$ cat src/core/hspp_cfg.svh
// Purpose: constants of the host serial/parallel access port
// Assumes: included by bare name
// Notes: serial phase counts are in sclk bits, the buffer depth in entries
`ifndef HSPP_CFG_SVH
`define HSPP_CFG_SVH
// host interface select codes
`define HSPP_SEL_SPI 4'h0
`define HSPP_SEL_PAR 4'h4
`define HSPP_SEL_PAR_MASK 4'hE
// serial control byte values
`define HSPP_CMD_WR 8'hF0
`define HSPP_CMD_RD 8'h0F
// parallel indirect locations
`define HSPP_LOC_MODE 2'h0
`define HSPP_LOC_OFF_HI 2'h1
`define HSPP_LOC_OFF_LO 2'h2
`define HSPP_LOC_DATA 2'h3
// reset values
`define HSPP_MODE_RST 8'h00
`define HSPP_OFF_RST 8'h00
// index of the last bit of each serial phase
`define HSPP_CTRL_LAST 4'h7
`define HSPP_ADDR_LAST 4'hF
`define HSPP_DATA_LAST 4'h7
// request buffer depth
`define HSPP_FIFO_DEPTH 16
`endif

$ cat src/core/hspp_pkg.sv
// Purpose: types of the host serial/parallel access port
// Assumes: nothing
// Notes: state of the top module is one packed struct
package hspp_pkg;
    typedef enum logic [1:0] {HSPP_CTRL, HSPP_ADDR, HSPP_DATA, HSPP_SKIP} hspp_state_e;
    // one access toward the internal register and buffer space
    typedef struct packed {
        logic we;
        logic [15:0] addr;
        logic [7:0] data;
    } hspp_req_s;
    typedef struct packed {
        logic sclk_s1, sclk_s2, sclk_s3;
        logic scs_s1, scs_s2;
        logic mosi_s1, mosi_s2;
        logic [3:0] sel_s1, sel_s2;
        logic pcs_s1, pcs_s2;
        logic prd_s1, prd_s2, prd_s3;
        logic pwr_s1, pwr_s2, pwr_s3;
        logic [1:0] pad_s1, pad_s2;
        logic [7:0] pdi_s1, pdi_s2;
        hspp_state_e state;
        logic [3:0] bcnt;
        logic [15:0] sh;
        logic is_read;
        logic [7:0] tx;
        logic miso;
        logic load_pend;
        logic [15:0] spi_addr;
        logic [7:0] mode, off_hi, off_lo, pdo, rbuf;
        logic push_vld;
        hspp_req_s push;
    } hspp_top_s;
endpackage

$ cat src/core/hspp_top.sv
// Purpose: host access port, framed serial slave or 8-bit indirect bus
// Assumes: memory answers each read within 4 ref_clk cycles of req_ready
// Notes: sclk is oversampled by ref_clk; all pins pass two flip-flops
`timescale 1ns/1ps
`include "hspp_cfg.svh"
module hspp_top #(
    parameter int DEPTH = `HSPP_FIFO_DEPTH
) (
    // clock and reset
    input wire logic ref_clk,
    input wire logic rst,
    // host interface select strap
    input wire logic [3:0] host_if_select,
    // serial pins
    input wire logic sclk,
    input wire logic scs_n,
    input wire logic mosi,
    output logic miso,
    output logic miso_oe,
    // parallel pins
    input wire logic bus_cs_n,
    input wire logic bus_rd_n,
    input wire logic bus_wr_n,
    input wire logic [1:0] bus_addr,
    input wire logic [7:0] bus_data_in,
    output logic [7:0] bus_data_out,
    output logic bus_data_oe,
    // internal access requests
    output logic req_valid,
    output hspp_pkg::hspp_req_s req,
    input wire logic req_ready,
    // internal read answers
    input wire logic rsp_valid,
    input wire logic [7:0] rsp_data,
    // status
    output logic spi_active,
    output logic par_active,
    output logic host_busy
);
    hspp_pkg::hspp_top_s q, d;
    logic fifo_in_ready;
    logic spi_on, par_on, par_sel;
    logic sclk_rise, sclk_fall;
    logic rd_start, rd_end, wr_end;
    logic [7:0] rx_byte;
    logic [15:0] rx_word, off;

    // build one internal access
    function automatic hspp_pkg::hspp_req_s mk_req(input logic we, input logic [15:0] a,
                                                   input logic [7:0] v);
        hspp_pkg::hspp_req_s r;
        r.we = we;
        r.addr = a;
        r.data = v;
        return r;
    endfunction

    // port selection and edge detection from synchronised copies
    assign spi_on = q.sel_s2 == `HSPP_SEL_SPI;
    assign par_on = (q.sel_s2 & `HSPP_SEL_PAR_MASK) == `HSPP_SEL_PAR;
    assign par_sel = par_on & ~q.pcs_s2;
    assign sclk_rise = q.sclk_s2 & ~q.sclk_s3;
    assign sclk_fall = ~q.sclk_s2 & q.sclk_s3;
    assign rd_start = q.prd_s3 & ~q.prd_s2;
    assign rd_end = ~q.prd_s3 & q.prd_s2;
    assign wr_end = ~q.pwr_s3 & q.pwr_s2;
    assign rx_byte = {q.sh[6:0], q.mosi_s2};
    assign rx_word = {q.sh[14:0], q.mosi_s2};
    assign off = {q.off_hi, q.off_lo};

    // next state of the whole port
    always_comb begin
        d = q;
        // two-stage synchronisers, third stage only for edges
        d.sclk_s1 = sclk;
        d.sclk_s2 = q.sclk_s1;
        d.sclk_s3 = q.sclk_s2;
        d.scs_s1 = scs_n;
        d.scs_s2 = q.scs_s1;
        d.mosi_s1 = mosi;
        d.mosi_s2 = q.mosi_s1;
        d.sel_s1 = host_if_select;
        d.sel_s2 = q.sel_s1;
        d.pcs_s1 = bus_cs_n;
        d.pcs_s2 = q.pcs_s1;
        d.prd_s1 = bus_rd_n;
        d.prd_s2 = q.prd_s1;
        d.prd_s3 = q.prd_s2;
        d.pwr_s1 = bus_wr_n;
        d.pwr_s2 = q.pwr_s1;
        d.pwr_s3 = q.pwr_s2;
        d.pad_s1 = bus_addr;
        d.pad_s2 = q.pad_s1;
        d.pdi_s1 = bus_data_in;
        d.pdi_s2 = q.pdi_s1;
        // pending request leaves once the buffer takes it
        if (q.push_vld && fifo_in_ready) d.push_vld = 1'b0;
        // read answers land in the serial buffer, and in the bus latch only in parallel mode
        if (rsp_valid) begin
            d.rbuf = rsp_data;
            if (par_on) d.pdo = rsp_data;
        end
        // serial frame engine; a released select restarts the frame
        if (!spi_on || q.scs_s2) begin
            d.state = hspp_pkg::HSPP_CTRL;
            d.bcnt = '0;
            d.load_pend = 1'b0;
            d.miso = 1'b0;
            d.tx = '0;
        end else if (sclk_rise) begin
            d.sh = rx_word;
            d.bcnt = 4'(q.bcnt + 4'h1);
            unique case (q.state)
                hspp_pkg::HSPP_CTRL: begin
                    if (q.bcnt == `HSPP_CTRL_LAST) begin
                        d.bcnt = '0;
                        d.is_read = rx_byte == `HSPP_CMD_RD;
                        if (rx_byte == `HSPP_CMD_WR || rx_byte == `HSPP_CMD_RD) d.state = hspp_pkg::HSPP_ADDR;
                        else d.state = hspp_pkg::HSPP_SKIP;
                    end
                end
                hspp_pkg::HSPP_ADDR: begin
                    if (q.bcnt == `HSPP_ADDR_LAST) begin
                        d.bcnt = '0;
                        d.spi_addr = rx_word;
                        d.state = hspp_pkg::HSPP_DATA;
                        if (q.is_read) begin
                            d.push_vld = 1'b1;
                            d.push = mk_req(1'b0, rx_word, 8'h00);
                            d.load_pend = 1'b1;
                        end
                    end
                end
                hspp_pkg::HSPP_DATA: begin
                    if (q.bcnt == `HSPP_DATA_LAST) begin
                        d.bcnt = '0;
                        if (q.is_read) d.load_pend = 1'b1;
                        else begin
                            d.push_vld = 1'b1;
                            d.push = mk_req(1'b1, q.spi_addr, rx_byte);
                            d.spi_addr = 16'(q.spi_addr + 16'h0001);
                        end
                    end
                end
                hspp_pkg::HSPP_SKIP: begin
                    d.bcnt = '0;
                end
            endcase
        end else if (sclk_fall) begin
            // falling edge presents the next bit, msb first
            if (q.load_pend) begin
                d.miso = q.rbuf[7];
                d.tx = {q.rbuf[6:0], 1'b0};
                d.load_pend = 1'b0;
                d.spi_addr = 16'(q.spi_addr + 16'h0001);
                d.push_vld = 1'b1;
                d.push = mk_req(1'b0, 16'(q.spi_addr + 16'h0001), 8'h00);
            end else begin
                d.miso = q.tx[7];
                d.tx = {q.tx[6:0], 1'b0};
            end
        end
        // parallel read: register locations answer at once
        if (par_sel && rd_start) begin
            unique case (q.pad_s2)
                `HSPP_LOC_MODE: d.pdo = q.mode;
                `HSPP_LOC_OFF_HI: d.pdo = q.off_hi;
                `HSPP_LOC_OFF_LO: d.pdo = q.off_lo;
                `HSPP_LOC_DATA: begin
                    d.push_vld = 1'b1;
                    d.push = mk_req(1'b0, off, 8'h00);
                end
            endcase
        end
        // data location read ends: step the offset
        if (par_sel && rd_end && q.pad_s2 == `HSPP_LOC_DATA) begin
            {d.off_hi, d.off_lo} = 16'(off + 16'h0001);
        end
        // parallel write takes data at the strobe release
        if (par_sel && wr_end) begin
            unique case (q.pad_s2)
                `HSPP_LOC_MODE: d.mode = q.pdi_s2;
                `HSPP_LOC_OFF_HI: d.off_hi = q.pdi_s2;
                `HSPP_LOC_OFF_LO: d.off_lo = q.pdi_s2;
                `HSPP_LOC_DATA: begin
                    d.push_vld = 1'b1;
                    d.push = mk_req(1'b1, off, q.pdi_s2);
                    {d.off_hi, d.off_lo} = 16'(off + 16'h0001);
                end
            endcase
        end
    end

    // state register, clocked by the core clock
    always_ff @(posedge ref_clk or posedge rst) begin
        if (rst) begin
            q <= '0;
            q.scs_s1 <= 1'b1;
            q.scs_s2 <= 1'b1;
            q.pcs_s1 <= 1'b1;
            q.pcs_s2 <= 1'b1;
            q.prd_s1 <= 1'b1;
            q.prd_s2 <= 1'b1;
            q.prd_s3 <= 1'b1;
            q.pwr_s1 <= 1'b1;
            q.pwr_s2 <= 1'b1;
            q.pwr_s3 <= 1'b1;
            q.mode <= `HSPP_MODE_RST;
            q.off_hi <= `HSPP_OFF_RST;
            q.off_lo <= `HSPP_OFF_RST;
        end else begin
            q <= d;
        end
    end

    // request buffer between the host ports and the internal space
    hspp_fifo #(
        .WIDTH($bits(hspp_pkg::hspp_req_s)),
        .DEPTH(DEPTH)
    ) u_fifo (
        .ref_clk(ref_clk),
        .rst(rst),
        .in_valid(q.push_vld),
        .in_data(q.push),
        .in_ready(fifo_in_ready),
        .out_valid(req_valid),
        .out_data(req),
        .out_ready(req_ready)
    );

    // pin and status outputs
    assign miso = q.miso;
    assign miso_oe = spi_on & ~q.scs_s2;
    assign bus_data_out = q.pdo;
    assign bus_data_oe = par_sel & ~q.prd_s2;
    assign spi_active = spi_on;
    assign par_active = par_on;
    assign host_busy = ~fifo_in_ready;
endmodule // hspp_top

$ cat src/core/hspp_fifo.sv
// Purpose: request buffer with valid/ready on both sides
// Assumes: DEPTH is a power of two
// Notes: full and empty come from a count
`timescale 1ns/1ps
module hspp_fifo #(
    parameter int WIDTH = 25,
    parameter int DEPTH = 16
) (
    // clock and reset
    input wire logic ref_clk,
    input wire logic rst,
    // fill side
    input wire logic in_valid,
    input wire logic [WIDTH-1:0] in_data,
    output logic in_ready,
    // drain side
    output logic out_valid,
    output logic [WIDTH-1:0] out_data,
    input wire logic out_ready
);
    localparam int AW = $clog2(DEPTH);
    typedef struct packed {
        logic [AW-1:0] wp, rp;
        logic [AW:0] cnt;
    } hspp_fifo_s;
    hspp_fifo_s q, d;
    logic [WIDTH-1:0] mem [DEPTH];
    logic push, pop;
    assign in_ready = q.cnt != (AW+1)'(DEPTH);
    assign out_valid = q.cnt != '0;
    assign out_data = mem[q.rp];
    assign push = in_valid & in_ready;
    assign pop = out_valid & out_ready;
    // pointer and count update
    always_comb begin
        d = q;
        if (push) d.wp = q.wp + 1'b1;
        if (pop) d.rp = q.rp + 1'b1;
        d.cnt = q.cnt + (AW+1)'(push) - (AW+1)'(pop);
    end
    always_ff @(posedge ref_clk or posedge rst) begin
        if (rst) q <= '0;
        else q <= d;
    end
    // storage write
    always_ff @(posedge ref_clk) begin
        if (push) mem[q.wp] <= in_data;
    end
endmodule // hspp_fifo

$ cat config.mk
export PLATFORM = sky130hd
export DESIGN_NAME = hspp_top
export DESIGN_NICKNAME = d
export VERILOG_FILES = /design/src/core/hspp_pkg.sv /design/src/core/hspp_top.sv /design/src/core/hspp_fifo.sv
export VERILOG_INCLUDE_DIRS = /design/src /design/src/core
export SDC_FILE = /design/constraint.sdc
export NUM_CORES = 1
export LEC_CHECK = 0
export ABC_AREA = 1
export BUFFER_PORTS_ARGS = -buffer_cell sky130_fd_sc_hd__buf_2
export CORE_UTILIZATION = 40
export CTS_CLUSTER_DIAMETER = 200
export CTS_CLUSTER_SIZE = 28
export DETAILED_ROUTE_END_ITERATION = 16
export GPL_TIMING_DRIVEN = 1
export PLACE_DENSITY = 0.59
export SYNTH_ARGS = -nofsm -noshare
export SYNTH_HDL_FRONTEND = slang
export SYNTH_HIERARCHICAL = 1
export SYNTH_SLANG_ARGS = --single-unit
$ cat constraint.sdc
create_clock -name ref_clk -period 5.4 [get_ports ref_clk]
set_clock_uncertainty 0.05 [all_clocks]
set_input_delay 0 -clock ref_clk [delete_from_list [all_inputs] [get_ports ref_clk]]
set_output_delay 0 -clock ref_clk [all_outputs]
set_load 0.02 [all_outputs]
==> impl_metrics.xml, run 1 <==
<?xml version="1.0" encoding="UTF-8"?>
<metrics>
  <group name="sta">
    <metric name="final.hold.worst_slack" unit="ps">16.0</metric>
    <metric name="slew-limit-headroom" unit="">0.247</metric>
    <metric name="grt_setup_unrepaired" unit="">false</metric>
    <metric name="setup_total_negative_slack" unit="ps">0</metric>
    <metric name="setup_viol" unit="">0</metric>
    <metric name="post-route-period-util" unit="">0.645</metric>
    <metric name="final_critical_path_setup_slack" unit="ps">1920</metric>
    <metric name="endpoints_failing_hold" unit="">0</metric>
    <metric name="maxSlewViolCount" unit="">0</metric>
    <metric name="timing.final.crit_period" unit="ps">3480</metric>
    <metric name="achievable-frequency" unit="MHz">287</metric>
    <metric name="timing_worst_slew_pin_value" unit="ps">1130</metric>
  </group>
  <group name="floorplan">
    <metric name="num_rows" unit="">92</metric>
    <metric name="die_h" unit="um">255</metric>
    <metric name="boundary_pins" unit="">72</metric>
    <metric name="core_area" unit="sq um">63100</metric>
    <metric name="die_area" unit="sq um">65000</metric>
    <metric name="initial_core_util" unit="">0.406</metric>
    <metric name="die_w" unit="um">255</metric>
  </group>
  <group name="yosys">
    <metric name="synthXorXnorAreaFrac" unit="">0.00890</metric>
    <metric name="synth-simple-area-share" unit="">0.234</metric>
    <metric name="yosysTopAreaCellShare" unit="">0.469</metric>
    <metric name="synthArstFlopShare" unit="">0.297</metric>
    <metric name="synth_area_leader_cell" unit="">edfxtp_1</metric>
    <metric name="yosysSeqAreaShare" unit="">0.635</metric>
    <metric name="post_synth_num_cell_types" unit="">45</metric>
    <metric name="synth-adder-area-share" unit="">0.0101</metric>
    <metric name="syn-cell-area" unit="sq um">25600</metric>
    <metric name="average_footprint_of_a_synthesized_cell" unit="sq um">9.50</metric>
    <metric name="ys_top_cells_by_area" unit="">edfxtp_1, dfrtp_1, nand2_1, nand3_1, inv_1</metric>
    <metric name="synth_edf_count" unit="">400</metric>
    <metric name="synth_flop_cell" unit="">edfxtp_1</metric>
    <metric name="yosys_warnings" unit="">6</metric>
    <metric name="ys_ff_latch" unit="">569</metric>
    <metric name="combinational_family_with_the_most_area_after_synthesis" unit="">simple AND/OR/NAND/NOR gates</metric>
    <metric name="synth_fp_nets" unit="">2744</metric>
    <metric name="synth_cells" unit="">2692</metric>
    <metric name="compound_cell_area_share_of_the_yosys_netlist" unit="">0.0408</metric>
    <metric name="synth_mux_area_frac" unit="">0.00240</metric>
  </group>
  <group name="clock_network">
    <metric name="post_cts.resized_instances" unit="">0</metric>
    <metric name="hold_buffers" unit="">66</metric>
    <metric name="clock_tree.buffer_depth" unit="">3</metric>
    <metric name="clk_root_buffer_cell" unit="">clkbuf_16</metric>
    <metric name="cts_tree" unit="">yes</metric>
    <metric name="clock_sink_count" unit="">569</metric>
    <metric name="cts-htree-levels" unit="">1</metric>
    <metric name="postCtsSetupBuffers" unit="">0</metric>
    <metric name="worst_setup_hold_path_clk_slew" unit="ps">110</metric>
    <metric name="cts_buffers" unit="">24</metric>
    <metric name="worst_skew_pair.late_latency" unit="ps">600</metric>
  </group>
  <group name="placement">
    <metric name="gp_congestion" unit="">0.861</metric>
    <metric name="detailed_place_hpwl" unit="um">38800</metric>
    <metric name="preCtsSetupSlack" unit="ps">2500</metric>
    <metric name="portBuffers" unit="">71</metric>
  </group>
  <group name="routing">
    <metric name="detail_route.wirelength" unit="um">65500</metric>
    <metric name="drt-wirelength-per-cell" unit="um">18.1</metric>
    <metric name="drcViolationCount" unit="">0</metric>
    <metric name="vias_per_cell" unit="">5.03</metric>
    <metric name="detailedRoute.firstPassIterationCount" unit="">5</metric>
    <metric name="num_vias" unit="">18243</metric>
    <metric name="drtAntennaViolNets" unit="">0</metric>
    <metric name="drt_iter0_drc" unit="">1426</metric>
  </group>
  <group name="layout">
    <metric name="mostFrequentLayoutCells" unit="">nand2_1, edfxtp_1, inv_1</metric>
    <metric name="fill_cells" unit="">6105</metric>
    <metric name="finish.net_count" unit="">2819</metric>
    <metric name="area_delta_synth_final" unit="%">9.65</metric>
    <metric name="multiInputGateArea" unit="sq um">7680</metric>
    <metric name="layout.area.seq" unit="sq um">16300</metric>
    <metric name="drive_above_1_share" unit="">0.0708</metric>
    <metric name="layout_commonest_cell" unit="">nand2_1</metric>
    <metric name="num_antenna_cells" unit="">0</metric>
  </group>
  <group name="min_path">
    <metric name="hold_class" unit="">input port to asynchronous set/reset pin</metric>
  </group>
  <group name="grt">
    <metric name="first_global_vias" unit="">17523</metric>
    <metric name="grt_pass1_wl" unit="um">102000</metric>
    <metric name="overflow" unit="">0</metric>
    <metric name="global_route.usage.total" unit="">0.205</metric>
    <metric name="grt_antenna_before_repair" unit="">1</metric>
    <metric name="grt_max_degree" unit="">196</metric>
  </group>
  <group name="setup_path">
    <metric name="slack_of_the_worst_reg_to_reg_path" unit="ps">2490</metric>
    <metric name="max_stage_delay" unit="ps">800</metric>
    <metric name="worstPathCellList" unit="">inv_4 -&gt; buf_4 -&gt; nand2_1 -&gt; nand3_1 -&gt; nand2_1 -&gt; nor2_1 -&gt; nand2_1 -&gt; nand2_1 -&gt; buf_2</metric>
    <metric name="cpMaxStageDelayCell" unit="">inv_4</metric>
    <metric name="setup.worst_path.class" unit="">flip-flop to output pin</metric>
    <metric name="reg2reg_depth" unit="">10</metric>
    <metric name="timing.rr.start" unit="">q[155]$_DFF_PP0_</metric>
    <metric name="end_kind" unit="">output pin</metric>
    <metric name="critical_path_peak_fanout" unit="">85</metric>
    <metric name="worst_ep_arrival_time" unit="ps">3430</metric>
    <metric name="worstSetupStartpointType" unit="">flip-flop</metric>
    <metric name="regToRegEndpoint" unit="">q[7]$_DFF_PP0_</metric>
    <metric name="cp_data_required_time" unit="ps">5350</metric>
    <metric name="crit_path_frequent_cell" unit="">nand2_1</metric>
  </group>
  <group name="job">
    <metric name="maxcap_viol_count" unit="">0</metric>
  </group>
  <group name="pwr">
    <metric name="power.leakage" unit="nW">11.9</metric>
    <metric name="max-vdd-ir-drop" unit="V">0.000412</metric>
    <metric name="power.total" unit="mW">11.0</metric>
    <metric name="power.density" unit="nW/um^2">393</metric>
  </group>
  <group name="outcome">
    <metric name="status" unit="">finished, final reports clean</metric>
  </group>
</metrics>
-- how the worst max path moves through the flow --
stage,startpoint,to,slack (ps),cells past startpoint
3_3_place_gp,u_fifo/q[5]$_DFFE_PP0P_,req[22],2480,9
4_1_cts,u_fifo/q[5]$_DFFE_PP0P_,req[18],1840,9
6_report,u_fifo/q[5]$_DFFE_PP0P_,req[18],1920,9
3_5_place_dp,q[155]$_DFF_PP0_,q[7]$_DFF_PP0_,2500,10
5_1_grt,u_fifo/q[5]$_DFFE_PP0P_,req[22],1660,9
2_1_floorplan,rst,bus_data_out[0]$_DFF_PP0_,1160,1
-- synthesized netlist by cell type, types with 7 or more instances --
master,instances
o21ai_0,83
ha_1,19
buf_2,53
o211ai_1,8
o22ai_1,21
buf_4,28
xor2_1,23
nor2_1,265
nand4_1,14
a21oi_1,34
nor3_1,14
edfxtp_1,400
o221ai_1,7
inv_2,16
inv_1,282
dfrtp_1,159
dfstp_2,10
o21ai_1,28
nand3_1,214
nand2_1,932
clkbuf_1,23
nor2_2,8
-- cells by family after synthesis --
| family | count (synthesis) |
|---|---|
| AND/OR/NAND/NOR | 1467 |
| flip-flops | 569 |
| buffers and inverters | 414 |
| AO/OA/AOI/OAI | 190 |
| XOR/XNOR | 26 |
| adder cells (fa/ha/maj) | 20 |
| multiplexers | 6 |
-- sequential cells by signal (all words and copies together), names as in the netlist --
signal,cells
bus_data_out,8
d,23
miso,1
off,16
q,108
u_fifo/mem,400
u_fifo/q,13
-- worst max-delay path, delay by kind of cell (launching register included) --
| family | cells | cell delay, ps |
|---|---|---|
| flops | 1 | 750 |
| buf+inv | 3 | 1460 |
| simple gates | 6 | 510 |
-- cell type report --
type                       instances  share of cell area
clock inverter                     2             0.00129
inverter                         301              0.0405
sequential                       569               0.580
multi-input combinational       1709               0.274
timing repair buffer             162              0.0434
tap                              846              0.0377
clock buffer                      41              0.0237
-- where the power goes --
group	switching, mW	internal [mW]
clock network	1.37	0.866
registers	0.382	4.94
logic	2.42	1.05
total	4.17	6.85
-- stage by stage --
step,instances,utilization,cell area (sq um)
2_1_floorplan,2692,-,25600
3_3_place_gp,3521,0.423,26700
3_5_place_dp,3521,0.423,26700
4_1_cts,3630,0.445,28100
5_1_grt,3630,0.445,28100
6_report,3630,0.445,28100
-- routing by layer --
metal / vias to the layer above / track usage / part of all wire
met5: - / 0 / 0
met4: 0 / 0.0518 / 0.025
met3: 93 / 0.0229 / 0.054
met2: 513 / 0.344 / 0.48
met1: 8822 / 0.284 / 0.44
li1: 8815 / - / -
Power figures use the tool's default switching activity.
==> inputs of run 2 (changes only) <==
==> constraint.sdc (replaced) <==
create_clock -name ref_clk -period 3.3 [get_ports ref_clk]
set_clock_uncertainty 0.05 [all_clocks]
set_input_delay 0 -clock ref_clk [delete_from_list [all_inputs] [get_ports ref_clk]]
set_output_delay 0 -clock ref_clk [all_outputs]
set_load 0.02 [all_outputs]
==> impl_metrics.xml, run 2 (synthesis gave the netlist of run 1 again) <==
<?xml version="1.0" encoding="UTF-8"?>
<metrics>
  <group name="clock_network">
    <metric name="cts-htree-levels" unit="">1</metric>
    <metric name="clk_root_buffer_cell" unit="">clkbuf_16</metric>
    <metric name="cts_tree" unit="">yes</metric>
    <metric name="cts_buffers" unit="">24</metric>
    <metric name="clock_tree.buffer_depth" unit="">3</metric>
    <metric name="post_cts.resized_instances" unit="">0</metric>
    <metric name="worst_setup_hold_path_clk_slew" unit="ps">120</metric>
    <metric name="postCtsSetupBuffers" unit="">0</metric>
    <metric name="clock_sink_count" unit="">569</metric>
    <metric name="worst_skew_pair.late_latency" unit="ps">600</metric>
  </group>
  <group name="floorplan">
    <metric name="die_w" unit="um">255</metric>
    <metric name="core_area" unit="sq um">63100</metric>
    <metric name="die_area" unit="sq um">65000</metric>
    <metric name="num_rows" unit="">92</metric>
    <metric name="initial_core_util" unit="">0.406</metric>
    <metric name="die_h" unit="um">255</metric>
    <metric name="boundary_pins" unit="">72</metric>
  </group>
  <group name="setup_path">
    <metric name="critical_path_peak_fanout" unit="">157</metric>
    <metric name="timing.rr.start" unit="">q[145]$_DFF_PP0_</metric>
    <metric name="worstSetupStartpointType" unit="">flip-flop</metric>
    <metric name="setup.worst_path.class" unit="">flip-flop to output pin</metric>
    <metric name="worst_ep_arrival_time" unit="ps">2980</metric>
    <metric name="reg2reg_depth" unit="">9</metric>
    <metric name="cp_data_required_time" unit="ps">3250</metric>
    <metric name="end_kind" unit="">output pin</metric>
    <metric name="regToRegEndpoint" unit="">q[23]$_DFF_PP0_</metric>
    <metric name="slack_of_the_worst_reg_to_reg_path" unit="ps">680</metric>
  </group>
  <group name="sta">
    <metric name="timing.final.crit_period" unit="ps">3030</metric>
    <metric name="slew-limit-headroom" unit="">0.411</metric>
    <metric name="timing_worst_slew_pin_value" unit="ps">881</metric>
    <metric name="setup_viol" unit="">0</metric>
    <metric name="setup_total_negative_slack" unit="ps">0</metric>
    <metric name="post-route-period-util" unit="">0.917</metric>
    <metric name="maxSlewViolCount" unit="">0</metric>
    <metric name="achievable-frequency" unit="MHz">330</metric>
    <metric name="grt_setup_unrepaired" unit="">false</metric>
    <metric name="endpoints_failing_hold" unit="">0</metric>
  </group>
  <group name="grt">
    <metric name="busiest_layer" unit="">met2</metric>
    <metric name="grt_pass1_wl" unit="um">99200</metric>
    <metric name="gr-usage-met1" unit="">0.280</metric>
    <metric name="first_global_vias" unit="">17208</metric>
    <metric name="globalRouteMet3Util" unit="">0.0230</metric>
    <metric name="global_route.usage.total" unit="">0.198</metric>
    <metric name="met2_usage" unit="">0.328</metric>
    <metric name="overflow" unit="">0</metric>
    <metric name="grt_max_degree" unit="">158</metric>
    <metric name="grt_antenna_before_repair" unit="">1</metric>
  </group>
  <group name="routing">
    <metric name="detailedRoute.firstPassIterationCount" unit="">5</metric>
    <metric name="detail_route.wirelength" unit="um">64100</metric>
    <metric name="vias_per_cell" unit="">4.98</metric>
    <metric name="num_vias" unit="">18112</metric>
    <metric name="drt-wirelength-per-cell" unit="um">17.6</metric>
    <metric name="drt_iter0_drc" unit="">1296</metric>
    <metric name="drcViolationCount" unit="">0</metric>
    <metric name="drtAntennaViolNets" unit="">0</metric>
  </group>
  <group name="placement">
    <metric name="portBuffers" unit="">71</metric>
    <metric name="detailed_place_hpwl" unit="um">42300</metric>
    <metric name="gp_congestion" unit="">0.912</metric>
  </group>
  <group name="layout">
    <metric name="mostFrequentLayoutCells" unit="">nand2_1, edfxtp_1, inv_1</metric>
    <metric name="area_delta_synth_final" unit="%">10.0</metric>
    <metric name="largest_register_ff_count" unit="">400</metric>
    <metric name="final_core_util" unit="">0.446</metric>
    <metric name="layout_commonest_cell" unit="">nand2_1</metric>
    <metric name="drive_above_1_share" unit="">0.0717</metric>
    <metric name="largest-register" unit="">u_fifo/mem</metric>
    <metric name="finish.net_count" unit="">2822</metric>
  </group>
  <group name="pwr">
    <metric name="p_clk_frac" unit="">0.197</metric>
    <metric name="netSwitchingPower" unit="mW">7.01</metric>
    <metric name="p_int" unit="mW">11.3</metric>
    <metric name="pwr-share-seq" unit="">0.476</metric>
    <metric name="pwr-share-comb" unit="">0.327</metric>
    <metric name="power.leakage" unit="nW">11.9</metric>
    <metric name="power.density" unit="nW/um^2">649</metric>
    <metric name="power.switching_fraction" unit="">0.384</metric>
    <metric name="max-vdd-ir-drop" unit="V">0.000595</metric>
  </group>
  <group name="min_path">
    <metric name="whs_path_depth" unit="">6</metric>
    <metric name="hold_class" unit="">input port to flip-flop</metric>
    <metric name="whs_endpoint" unit="">bus_data_out[3]$_DFF_PP0_</metric>
    <metric name="min_from" unit="">rsp_valid</metric>
  </group>
  <group name="job">
    <metric name="maxcap_viol_count" unit="">0</metric>
  </group>
  <group name="outcome">
    <metric name="status" unit="">finished, final reports clean</metric>
  </group>
</metrics>
==> run 2: critical path, cell delays in order, from the launching register on <==
cell and delay [ps]:
dfrtp_4 790, buf_12 560, nand2_1 100, nand3_1 110, nand2_1 60, nor2_1 260, nand2_1 80, nand2_1 90
buf_2 160
==> run 2: worst max-delay path by stage <==
stage                            start                          to  slack [ps]
4_1_cts        u_fifo/q[5]$_DFFE_PP0P_                      req[1]         260
2_1_floorplan    u_fifo/q[2]$_DFF_PP0_  u_fifo/mem[0][0]$_DFFE_PP_         690
3_5_place_dp     u_fifo/q[2]$_DFF_PP0_  u_fifo/mem[8][8]$_DFFE_PP_         700
6_report       u_fifo/q[5]$_DFFE_PP0P_                      req[4]         270
5_1_grt        u_fifo/q[5]$_DFFE_PP0P_                     req[11]          50
3_3_place_gp     u_fifo/q[2]$_DFF_PP0_  u_fifo/mem[8][5]$_DFFE_PP_         770
==> run 2: final cells by class <==
class | count | area (sq um)
Antenna cell | 1 | 2.50
Clock buffer | 42 | 668
Clock inverter | 2 | 36.3
Fill cell | 6124 | 34900
Inverter | 301 | 1140
Multi-Input combinational cell | 1709 | 7700
Sequential cell | 569 | 16300
Tap cell | 846 | 1060
Timing Repair Buffer | 165 | 1290
==> run 2: stage by stage <==
| step | hold WS (ps) | instances | area (sq um) | setup WS, ps | power, mW |
|---|---|---|---|---|---|
| 2_1_floorplan | -173 | 2692 | 25600 | 694 | 12.7 |
| 3_3_place_gp | -6.74 | 3524 | 26800 | 769 | 14.7 |
| 3_5_place_dp | -8.47 | 3524 | 26800 | 703 | 14.8 |
| 4_1_cts | 107 | 3634 | 28100 | 264 | 18.5 |
| 5_1_grt | 197 | 3634 | 28100 | 46.2 | 19.4 |
| 6_report | 146 | 3635 | 28100 | 273 | 18.3 |
==> run 2: power by group through the flow <==
stage | sequential, mW | combinational (mW) | clock [mW]
floorplan | 8.48 | 4.24 | 0
global placement | 8.84 | 5.90 | 0
detailed placement | 8.85 | 5.94 | 0
CTS | 8.70 | 6.02 | 3.74
global route | 8.75 | 6.70 | 3.94
finish | 8.69 | 5.98 | 3.60
==> run 2: what timing repair did <==
item | in CTS | in global routing
hold buffers | 66 | 0
hold endpoints to repair | 199 | 0
endpoints found under the setup margin | 0 | 0
==> run 2: layer usage <==
| layer | routed length [um] | vias to the layer above |
|---|---|---|
| li1 | - | 8815 |
| met1 | 29600 | 8794 |
| met2 | 30200 | 443 |
| met3 | 3120 | 60 |
| met4 | 1170 | 0 |
| met5 | 0 | - |
